**config.mk**
```make
export PLATFORM = sky130hd
export DESIGN_NAME = supervisor_power_modes
export DESIGN_NICKNAME = d
export VERILOG_FILES = /design/src/rtl/supervisor_pkg.sv /design/src/rtl/supervisor_power_modes.sv
export SDC_FILE = /design/constraint.sdc
export NUM_CORES = 1
export LEC_CHECK = 0
export ABC_AREA = 1
export BUFFER_PORTS_ARGS = -buffer_cell sky130_fd_sc_hd__buf_2
export CORE_ASPECT_RATIO = 0.9
export CORE_MARGIN = 2
export CORE_UTILIZATION = 42
export DETAILED_ROUTE_END_ITERATION = 10
export PLACE_DENSITY = 0.72
export SKIP_LAST_GASP = 1
export SYNTH_ARGS = -nofsm -noshare
export SYNTH_HDL_FRONTEND = slang
export SYNTH_SLANG_ARGS = --single-unit
export TNS_END_PERCENT = 1
```
**constraint.sdc**
```tcl
create_clock -name clk -period 4.04 [get_ports clk]
set_input_delay 0.404 -clock clk [delete_from_list [all_inputs] [get_ports clk]]
set_output_delay 0.404 -clock clk [all_outputs]
set_load 0.02 [all_outputs]
```
**src/rtl/supervisor_pkg.sv**
```systemverilog
package supervisor_pkg;

    // Register port geometry.
    localparam int ADDR_W = 4;
    localparam int DATA_W = 16;

    // Register offsets.
    localparam logic [3:0] OFS_PWR = 4'h0;
    localparam logic [3:0] OFS_WDCTL = 4'h1;
    localparam logic [3:0] OFS_WDREL = 4'h2;
    localparam logic [3:0] OFS_WDCNT = 4'h3;
    localparam logic [3:0] OFS_STAT = 4'h4;

    // Field positions of power_control_reg.
    localparam int PWR_IDLE_ARM = 0;
    localparam int PWR_PD_ARM = 1;
    localparam int PWR_SLOW = 4;
    localparam int PWR_IDLE_GO = 5;
    localparam int PWR_PD_GO = 6;

    // Field positions of the watchdog control register.
    localparam int WD_START = 0;
    localparam int WD_REFRESH = 1;
    localparam int WD_CAUSE = 2;

    // Field positions of the reload register.
    localparam int REL_HI = 6;
    localparam int REL_PRE16 = 7;

    // Reset values.
    localparam logic [7:0] WDREL_RESET = 8'h00;
    localparam logic [14:0] WDCNT_RESET = 15'h0000;

    // Watchdog geometry and prescalers.
    localparam int WD_W = 15;
    localparam logic [14:0] WD_MAX = 15'h7fff;
    localparam logic [3:0] WD_BASE_LAST = 4'h5;
    localparam logic [3:0] WD_PRE16_LAST = 4'hf;

    // Slow-down divider: one enable pulse every 32 clocks.
    localparam logic [4:0] SLOW_LAST = 5'h1f;

    // Internal reset pulse length after a watchdog overflow.
    localparam logic [2:0] WD_RST_CYCLES = 3'h4;

    // Vectors.
    localparam logic [15:0] RESET_VECTOR = 16'h0000;
    localparam logic [15:0] WAKE_VECTOR = 16'h007b;

    // Oscillator stabilisation delay.
    localparam int CLK_MHZ = 250;
    localparam int STAB_TIME_US = 1000;
    localparam int STAB_CYCLES = STAB_TIME_US * CLK_MHZ;
    localparam int STAB_W = 18;

    typedef enum logic [2:0] {
        SUP_POR,
        SUP_STAB,
        SUP_RUN,
        SUP_PD,
        SUP_WAKE,
        SUP_WSTAB
    } sup_state_type;

endpackage

```
**src/rtl/supervisor_power_modes.sv**
```systemverilog
// Behaviour
// RL1 - Fifteen-bit watchdog counts at oscillator/12 up to oscillator/192.
// RL2 - Count rate comes through a divide-by-two and a divide-by-16 prescaler.
// RL3 - Only the upper seven counter bits can be loaded.
// RL4 - A valid refresh copies the reload value into the upper seven bits.
// RL5 - Start bit begins counting; software cannot stop a running watchdog.
// RL6 - Overflow of the running watchdog without refresh causes internal reset.
// RL7 - Refresh needs refresh bit then start bit in two consecutive accesses.
// RL8 - Readable flag tells external reset from watchdog overflow reset.
// RL9 - Watchdog holds its count in idle and power-down.
// RL10 - Main oscillator slower than RC: switch to RC clock and hold reset.
// RL11 - Main oscillator good again: hold reset about 1 ms, restart at 0000.
// RL12 - After power-on, the reset sequence runs from RC with same monitoring.
// RL13 - Power-down stops both oscillators; state is kept.
// RL14 - Power-down exits on reset or a low pulse on either wake pin.
// RL15 - Pin wake-up waits for a good oscillator, 1 ms, then wake interrupt.
// RL16 - Wake-up interrupt uses its own vector, not external interrupt 0.
// RL17 - Idle keeps oscillator and peripherals clocked, gates only the CPU.
// RL18 - Idle ends on an enabled peripheral interrupt or hardware reset.
// RL19 - Idle entry needs write of 01H then write of 20H.
// RL20 - Power-down entry needs write of 02H then write of 40H.
// RL21 - Slow-down bit 10H divides CPU and peripheral clocks by 32.
// RL22 - Slow-down and idle combine: peripherals keep the reduced rate.
// RL23 - Second entry write must be the very next access, else disarm.
//
// Implementation choices: the strobed register port and the address map.
`timescale 1ns/1ns
module supervisor_power_modes #(
    parameter int STAB_CYCLES = supervisor_pkg::STAB_CYCLES
) (
    // Clock and reset
    input wire logic clk,
    input wire logic rst,
    // Register port
    input wire logic [supervisor_pkg::ADDR_W-1:0] addr,
    input wire logic [supervisor_pkg::DATA_W-1:0] wdata,
    input wire logic we,
    input wire logic re,
    output logic [supervisor_pkg::DATA_W-1:0] rdata,
    // Oscillator and wake-up inputs
    input wire logic osc_slow,
    input wire logic ext_irq0_pin,
    input wire logic can_receive_pin,
    input wire logic periph_irq,
    // Clock and reset controls
    output logic chip_reset,
    output logic clk_sel_rc,
    output logic main_osc_en,
    output logic rc_osc_en,
    output logic cpu_clk_en,
    output logic periph_clk_en,
    // Execution start
    output logic exec_pulse,
    output logic [15:0] exec_addr,
    // Mode status
    output logic idle_mode,
    output logic pd_mode,
    output logic slow_mode
);
    import supervisor_pkg::*;

    localparam logic [STAB_W-1:0] STAB_LAST = STAB_W'(STAB_CYCLES - 1);

    sup_state_type state_q;
    logic [STAB_W-1:0] stab_q;
    logic idle_q;
    logic idle_arm_q;
    logic pd_arm_q;
    logic slow_q;
    logic [4:0] slow_cnt_q;
    logic [7:0] reload_q;
    logic [WD_W-1:0] wd_cnt_q;
    logic wd_run_q;
    logic ref_arm_q;
    logic cause_q;
    logic [3:0] pre_q;
    logic div2_q;
    logic [3:0] div16_q;
    logic [2:0] wd_rst_q;
    logic [DATA_W-1:0] rdata_q;
    logic chip_reset_q;
    logic clk_sel_rc_q;
    logic main_osc_en_q;
    logic rc_osc_en_q;
    logic cpu_clk_en_q;
    logic periph_clk_en_q;
    logic exec_pulse_q;
    logic [15:0] exec_addr_q;
    logic pd_q;

    logic any_acc;
    logic wr_pwr;
    logic wr_wdctl;
    logic clk_tick;
    logic base_wrap;
    logic wd_tick;
    logic wd_ovf;
    logic int_rst;
    logic running;
    logic pd_go;
    logic idle_go;
    logic stab_done;

    ////////////////////////////////////////////////////////////////////////
    // Access decode and common enables

    assign any_acc = we | re;
    assign wr_pwr = we && (addr == OFS_PWR);
    assign wr_wdctl = we && (addr == OFS_WDCTL);
    assign int_rst = (wd_rst_q != 3'h0);
    assign running = (state_q == SUP_RUN) && !int_rst;
    // Every clock consumer sees the same slowed enable.
    assign clk_tick = !slow_q || (slow_cnt_q == SLOW_LAST); // RL21 RL22
    assign idle_go = wr_pwr && wdata[PWR_IDLE_GO] && idle_arm_q; // RL19 RL23
    assign pd_go = wr_pwr && wdata[PWR_PD_GO] && pd_arm_q; // RL20 RL23
    assign stab_done = (stab_q == STAB_LAST);

    ////////////////////////////////////////////////////////////////////////
    // Slow-down divider

    always_ff @(posedge clk) begin
        if (rst) begin
            slow_cnt_q <= 5'h00;
        end else begin
            slow_cnt_q <= slow_cnt_q + 5'h01;
        end
    end

    ////////////////////////////////////////////////////////////////////////
    // Power control register and entry sequences

    always_ff @(posedge clk) begin
        if (rst || int_rst) begin
            idle_arm_q <= 1'b0;
            pd_arm_q <= 1'b0;
            slow_q <= 1'b0; // RL21
        end else if (wr_pwr) begin
            // A write that arms must not also fire from its own bit.
            idle_arm_q <= wdata[PWR_IDLE_ARM] && !idle_go;
            pd_arm_q <= wdata[PWR_PD_ARM] && !pd_go;
            slow_q <= wdata[PWR_SLOW]; // RL21
        end else if (any_acc) begin
            idle_arm_q <= 1'b0; // RL23
            pd_arm_q <= 1'b0; // RL23
        end
    end

    always_ff @(posedge clk) begin
        if (rst || int_rst) begin
            idle_q <= 1'b0; // RL18
        end else if (idle_go && !pd_go) begin
            idle_q <= 1'b1; // RL19
        end else if (periph_irq) begin
            idle_q <= 1'b0; // RL18
        end
    end

    ////////////////////////////////////////////////////////////////////////
    // Watchdog prescaler and counter

    // Base /6 then /2 gives /12; the optional /16 stage gives /192.
    assign base_wrap = clk_tick && (pre_q == WD_BASE_LAST);
    assign wd_tick = base_wrap && div2_q &&
        (!reload_q[REL_PRE16] || (div16_q == WD_PRE16_LAST)); // RL1 RL2
    assign wd_ovf = wd_run_q && wd_tick && !idle_q && running &&
        (wd_cnt_q == WD_MAX); // RL6

    always_ff @(posedge clk) begin
        if (rst || !wd_run_q) begin
            pre_q <= 4'h0;
            div2_q <= 1'b0;
            div16_q <= 4'h0;
        end else if (clk_tick && !idle_q && running) begin // RL9
            if (base_wrap) begin
                pre_q <= 4'h0;
                div2_q <= !div2_q; // RL2
                if (div2_q) begin
                    div16_q <= div16_q + 4'h1; // RL2
                end
            end else begin
                pre_q <= pre_q + 4'h1;
            end
        end
    end

    always_ff @(posedge clk) begin
        if (rst) begin
            reload_q <= WDREL_RESET;
        end else if (we && (addr == OFS_WDREL)) begin
            reload_q <= wdata[7:0];
        end
    end

    always_ff @(posedge clk) begin
        if (rst || int_rst) begin
            ref_arm_q <= 1'b0;
        end else if (any_acc) begin
            ref_arm_q <= wr_wdctl && wdata[WD_REFRESH]; // RL7
        end
    end

    always_ff @(posedge clk) begin
        if (rst || int_rst) begin
            wd_run_q <= 1'b0;
            wd_cnt_q <= WDCNT_RESET;
        end else if (wr_wdctl && wdata[WD_START] &&
                     (!wd_run_q || ref_arm_q)) begin
            wd_run_q <= 1'b1; // RL5
            wd_cnt_q <= {reload_q[REL_HI:0], 8'h00}; // RL3 RL4 RL7
        end else if (wd_run_q && wd_tick && !idle_q && running) begin // RL9
            wd_cnt_q <= wd_cnt_q + 15'h0001; // RL1
        end
    end

    // The cause flag survives the internal reset; only the pin clears it.
    always_ff @(posedge clk) begin
        if (rst) begin
            cause_q <= 1'b0; // RL8
        end else if (wd_ovf) begin
            cause_q <= 1'b1; // RL8
        end
    end

    always_ff @(posedge clk) begin
        if (rst) begin
            wd_rst_q <= 3'h0;
        end else if (wd_ovf) begin
            wd_rst_q <= WD_RST_CYCLES; // RL6
        end else if (int_rst) begin
            wd_rst_q <= wd_rst_q - 3'h1;
        end
    end

    ////////////////////////////////////////////////////////////////////////
    // Oscillator supervisor

    always_ff @(posedge clk) begin
        if (rst) begin
            state_q <= SUP_POR; // RL12
            stab_q <= '0;
            pd_q <= 1'b0;
        end else begin
            case (state_q)
                SUP_POR: begin
                    stab_q <= '0;
                    if (!osc_slow) begin
                        state_q <= SUP_STAB; // RL11
                    end
                end
                SUP_STAB: begin
                    stab_q <= stab_q + STAB_W'(1);
                    if (osc_slow) begin
                        state_q <= SUP_POR; // RL10
                    end else if (stab_done) begin
                        state_q <= SUP_RUN; // RL11
                    end
                end
                SUP_RUN: begin
                    stab_q <= '0;
                    if (osc_slow) begin
                        state_q <= SUP_POR; // RL10
                    end else if (pd_go && !int_rst) begin
                        state_q <= SUP_PD; // RL20
                        pd_q <= 1'b1; // RL20
                    end
                end
                SUP_PD: begin
                    if (!ext_irq0_pin || !can_receive_pin) begin
                        state_q <= SUP_WAKE; // RL14
                        pd_q <= 1'b0; // RL14
                    end
                end
                SUP_WAKE: begin
                    stab_q <= '0;
                    if (!osc_slow) begin
                        state_q <= SUP_WSTAB; // RL15
                    end
                end
                SUP_WSTAB: begin
                    stab_q <= stab_q + STAB_W'(1);
                    if (osc_slow) begin
                        state_q <= SUP_WAKE; // RL15
                    end else if (stab_done) begin
                        state_q <= SUP_RUN; // RL15
                    end
                end
                default: begin
                    state_q <= SUP_POR;
                    pd_q <= 1'b0;
                end
            endcase
        end
    end

    ////////////////////////////////////////////////////////////////////////
    // Registered outputs

    always_ff @(posedge clk) begin
        if (rst) begin
            chip_reset_q <= 1'b1;
            clk_sel_rc_q <= 1'b1;
            main_osc_en_q <= 1'b1;
            rc_osc_en_q <= 1'b1;
        end else begin
            chip_reset_q <= (state_q == SUP_POR) || (state_q == SUP_STAB) ||
                int_rst || wd_ovf; // RL6 RL10 RL11 RL12
            clk_sel_rc_q <= (state_q == SUP_POR) ||
                (state_q == SUP_WAKE); // RL10 RL12
            main_osc_en_q <= (state_q != SUP_PD); // RL13 RL14
            rc_osc_en_q <= (state_q != SUP_PD); // RL13 RL14
        end
    end

    // Gating enables rather than the clock keeps one clean clock tree.
    always_ff @(posedge clk) begin
        if (rst) begin
            cpu_clk_en_q <= 1'b0;
            periph_clk_en_q <= 1'b0;
        end else begin
            cpu_clk_en_q <= clk_tick && running && !idle_q &&
                !wd_ovf; // RL17 RL21
            periph_clk_en_q <= clk_tick && running &&
                !wd_ovf; // RL17 RL22
        end
    end

    always_ff @(posedge clk) begin
        if (rst) begin
            exec_pulse_q <= 1'b0;
            exec_addr_q <= RESET_VECTOR;
        end else if (state_q == SUP_STAB && stab_done && !osc_slow) begin
            exec_pulse_q <= 1'b1;
            exec_addr_q <= RESET_VECTOR; // RL11
        end else if (state_q == SUP_WSTAB && stab_done && !osc_slow) begin
            exec_pulse_q <= 1'b1;
            exec_addr_q <= WAKE_VECTOR; // RL15 RL16
        end else if (wd_rst_q == 3'h1) begin
            exec_pulse_q <= 1'b1;
            exec_addr_q <= RESET_VECTOR;
        end else begin
            exec_pulse_q <= 1'b0;
        end
    end

    ////////////////////////////////////////////////////////////////////////
    // Register read port

    always_ff @(posedge clk) begin
        if (rst) begin
            rdata_q <= '0;
        end else if (re) begin
            case (addr)
                OFS_PWR: begin
                    rdata_q <= {9'h000, (state_q == SUP_PD), idle_q, slow_q,
                        2'b00, pd_arm_q, idle_arm_q};
                end
                OFS_WDCTL: begin
                    rdata_q <= {13'h0000, cause_q, ref_arm_q,
                        wd_run_q}; // RL8
                end
                OFS_WDREL: begin
                    rdata_q <= {8'h00, reload_q};
                end
                OFS_WDCNT: begin
                    rdata_q <= {1'b0, wd_cnt_q};
                end
                OFS_STAT: begin
                    rdata_q <= {13'h0000, state_q};
                end
                default: begin
                    rdata_q <= '0;
                end
            endcase
        end else begin
            rdata_q <= '0;
        end
    end

    assign rdata = rdata_q;
    assign chip_reset = chip_reset_q;
    assign clk_sel_rc = clk_sel_rc_q;
    assign main_osc_en = main_osc_en_q;
    assign rc_osc_en = rc_osc_en_q;
    assign cpu_clk_en = cpu_clk_en_q;
    assign periph_clk_en = periph_clk_en_q;
    assign exec_pulse = exec_pulse_q;
    assign exec_addr = exec_addr_q;
    assign idle_mode = idle_q;
    assign pd_mode = pd_q;
    assign slow_mode = slow_q;

endmodule

```
==> key figures <==
Run status
  – Status: completed

Timing
  – Hold slack: 0.316 ns
  – Worst slew pin tran: 0.793 ns
  – Rel. slew slack: 0.469
  – Slew Limit Fails: 0
  – Final min period: 2.15 ns
  – Post-route clock period utilization: 0.531
  – Worst clock skew: 0.00950 ns
  – Fmax: 466 MHz
  – Final setup TNS: 0 ns
  – Final hold vios: 0
  – RSZ-0062 raised after global routing: no
  – Final Setup Violations: 0

Critical path
  – Worst EP arrival: 2.44 ns
  – Critical path's largest stage delay: 0.36 ns
  – Startpoint types: register
  – Crit path max-delay cell type: dfxtp_1
  – Setup CP Type: register to register
  – CP Capture Type: register
  – CP max FO: 5
  – R2r setup slk: 1.89 ns
  – Critical-path cell list: ha_1 -> nand2_1 -> nor2_1 -> ha_1 -> nor2_1 -> nor2_1 -> nand2_1 -> nor2_2 -> nand3_1 -> o21ai_1 -> nand2_1 -> nor2_1
  – Reg2Reg Depth: 12
  – Top cell by count, worst path: nor2_1
  – R2r startpoint: slow_cnt_q[0]$_SDFF_PP0_
  – Reg2reg end: wd_cnt_q[6]$_SDFFE_PP0P_
  – Worst EP required: 4.33 ns

Detailed routing
  – Routed wire length: 11.1 mm
  – First drt pass iteration count: 5
  – Detailed-route via count: 4328
  – Routed Antenna Nets: 0
  – Via density: 5.10
  – Number of remaining DRC errors: 0
  – Iter 0 DRT Violations: 330
  – Drt wl/cell: 13.1 microns

Clock tree
  – Setup Buffers After CTS: 0
  – Worst-path clk slew: 0.07 ns
  – CTS H-tree lvls: 3
  – TritonCTS buffer count: 9
  – Clock sink total: 91
  – CTS tree: yes
  – Clock Tree Root: clkbuf_16
  – Clock latency at the later pin of the worst-skew pair: 0.35 ns
  – Hold-fix buffers at CTS: 0
  – Cts repair resizes: 0
  – Clk buf depth: 2

Logic synthesis
  – FFs w/ async S/R, synth: 0
  – Syn avg cell area: 6.89 sq um
  – Prevailing post-synth register cell: dfxtp_1
  – Sequential area share after synthesis: 0.396
  – Count leader, synth: nand2_1
  – Post-synthesis cell area: 4600 sq um
  – FF+latch count, synth: 91
  – Post-synth EDFFs: 0
  – Share of the synthesized area in the top cell type: 0.396
  – Synth cell types: 40
  – Syn. warnings: 0
  – Post-Synthesis Cells: 667
  – Post-synth top cells: nand2_1, inv_1, nor2_1, dfxtp_1, a21oi_1
  – Cell taking the most area after synthesis: dfxtp_1
  – Top post-synthesis cells by area: dfxtp_1, nand2_1, inv_1

Floorplanning
  – Die H: 103 microns
  – Die X: 114 microns
  – Starting Density: 0.427
  – I/O pin count: 70
  – Core ar.: 10800 sq um
  – Full die area: 11800 sq um
  – # rows: 36

Power and ir drop
  – Sw power: 548 uW
  – Leak: 2.11 nW
  – Int Pwr: 1.55 mW
  – Peak supply drop: 0.271 mV
  – Power Density: 403 nW/um^2
  – Clk network pwr share: 0.439
  – Combinational Power Share: 0.112
  – Sw Ratio: 0.262
  – Sequential Power Share: 0.449

Min path
  – Hold Crit Class: primary input to register
  – Hold path startpoint: wdata[3]
  – Hold-critical path depth: 3
  – Worst Hold End: reload_q[3]$_SDFFE_PP0P_

Cells and area
  – Share of cells above drive strength 1: 0.123
  – P&R area growth vs syn: 13.0%
  – Ant diodes: 0
  – Post-layout nets: 748
  – Final core occ: 0.482

GRT
  – Total congestion overflow: 0
  – Vias in the first global route: 3832
  – Antenna violations before repair: 0
  – GRT Total Usage: 0.198
  – Largest net degree at the start of global routing: 24
  – First-pass GRT wire length: 18.2 mm

Place
  – Routability congestion estimate: 0.911
  – Post-DP HPWL: 8.36 mm
  – # port buffers: 50

Run
  – # Max-Cap Violations: 0
[critical path, delay by kind of cell, from the launching register on]
kind | cells | cell delay [ns]
AO/OA/AOI/OAI | 1 | 0.15
adder cells (fa/ha/maj) | 2 | 0.37
flip-flops | 1 | 0.36
AND/OR/NAND/NOR | 9 | 1.23
[placed cells by master, fill, tap and decap left out, types with 2 or more instances in the layout]
master / n
a211oi_1: 7
a21oi_1: 50
buf_2: 50
bufinv_16: 2
clkbuf_16: 9
clkinvlp_4: 2
conb_1: 11
dfxtp_1: 91
ha_1: 10
inv_1: 95
inv_2: 2
nand2_1: 136
nand2_2: 2
nand3_1: 46
nand3b_1: 2
nand4_1: 11
nor2_1: 94
nor2_2: 6
nor2_4: 7
nor3_1: 19
o21ai_0: 29
o21ai_1: 3
o22ai_1: 7
xor2_1: 6
[layer usage]
layer | up-vias | track usage | wire [microns]
li1 | 2200 | - | -
met1 | 1965 | 0.266 | 5120
met2 | 150 | 0.316 | 4950
met3 | 13 | 0.0513 | 850
met4 | 0 | 0.0600 | 165
met5 | - | 0 | 0
[power groups by stage]
stage / clock network (mW) / logic (mW) / registers (mW)
after floorplan: 0 / 0.174 / 0.962
after global placement: 0 / 0.225 / 0.959
after detailed placement: 0 / 0.231 / 0.961
after CTS: 0.938 / 0.232 / 0.941
after global routing: 0.976 / 0.265 / 0.944
final: 0.919 / 0.234 / 0.941
[area by class of cell]
class,count,area (sq um)
clock inverter,6,88.8
timing repair buffer,50,250
clock buffer,10,239
tap,133,166
inverter,97,364
multi-input combinational,461,2260
sequential,91,1820
fill,1068,5570
[how the worst max path moves through the flow]
stage	start	end	slack, ns	cells after the start
CTS	slow_cnt_q[0]$_SDFF_PP0_	wd_cnt_q[6]$_SDFFE_PP0P_	1.90	12
global route	slow_cnt_q[0]$_SDFF_PP0_	wd_cnt_q[6]$_SDFFE_PP0P_	1.69	12
finish	slow_cnt_q[0]$_SDFF_PP0_	wd_cnt_q[6]$_SDFFE_PP0P_	1.89	12
detailed placement	rst	stab_q[6]$_SDFFE_PP0P_	1.72	6
floorplan	slow_cnt_q[0]$_SDFF_PP0_	wd_cnt_q[6]$_SDFFE_PP0P_	2.30	11
global placement	rst	stab_q[3]$_SDFFE_PP0P_	1.86	6
[cell families (layout without fill, tap and decap cells)]
logic type | count (synthesis) | after routing | share of synthesized area
other | 1 | 11 | 0.000816
DFF | 91 | 91 | 0.396
adders and majority gates | 10 | 10 | 0.0272
AOI/OAI and AO/OA | 102 | 102 | 0.120
xor gates and xnor gates | 7 | 7 | 0.0133
and+or+nand+nor | 331 | 331 | 0.323
buffers and inverters | 125 | 163 | 0.119
[registers in the layout (all words and copies together) (netlist names), 3 cells and up]
signal and count:
div16_q 4, pre_q 4, rdata 15, reload_q 8, slow_cnt_q 5, stab_q 18
state_q 3, wd_cnt_q 15, wd_rst_q 3
[through the flow]
stage	cells	setup WS [ns]	cell area [sq um]	power, mW
final	848	1.89	5190	2.09
after global routing	848	1.69	5190	2.18
after CTS	848	1.90	5190	2.11
after detailed placement	832	1.72	4870	1.19
after global placement	832	1.86	4870	1.18
after floorplan	677	2.30	4630	1.14
Note: power is estimated with default switching activity, not from simulation.
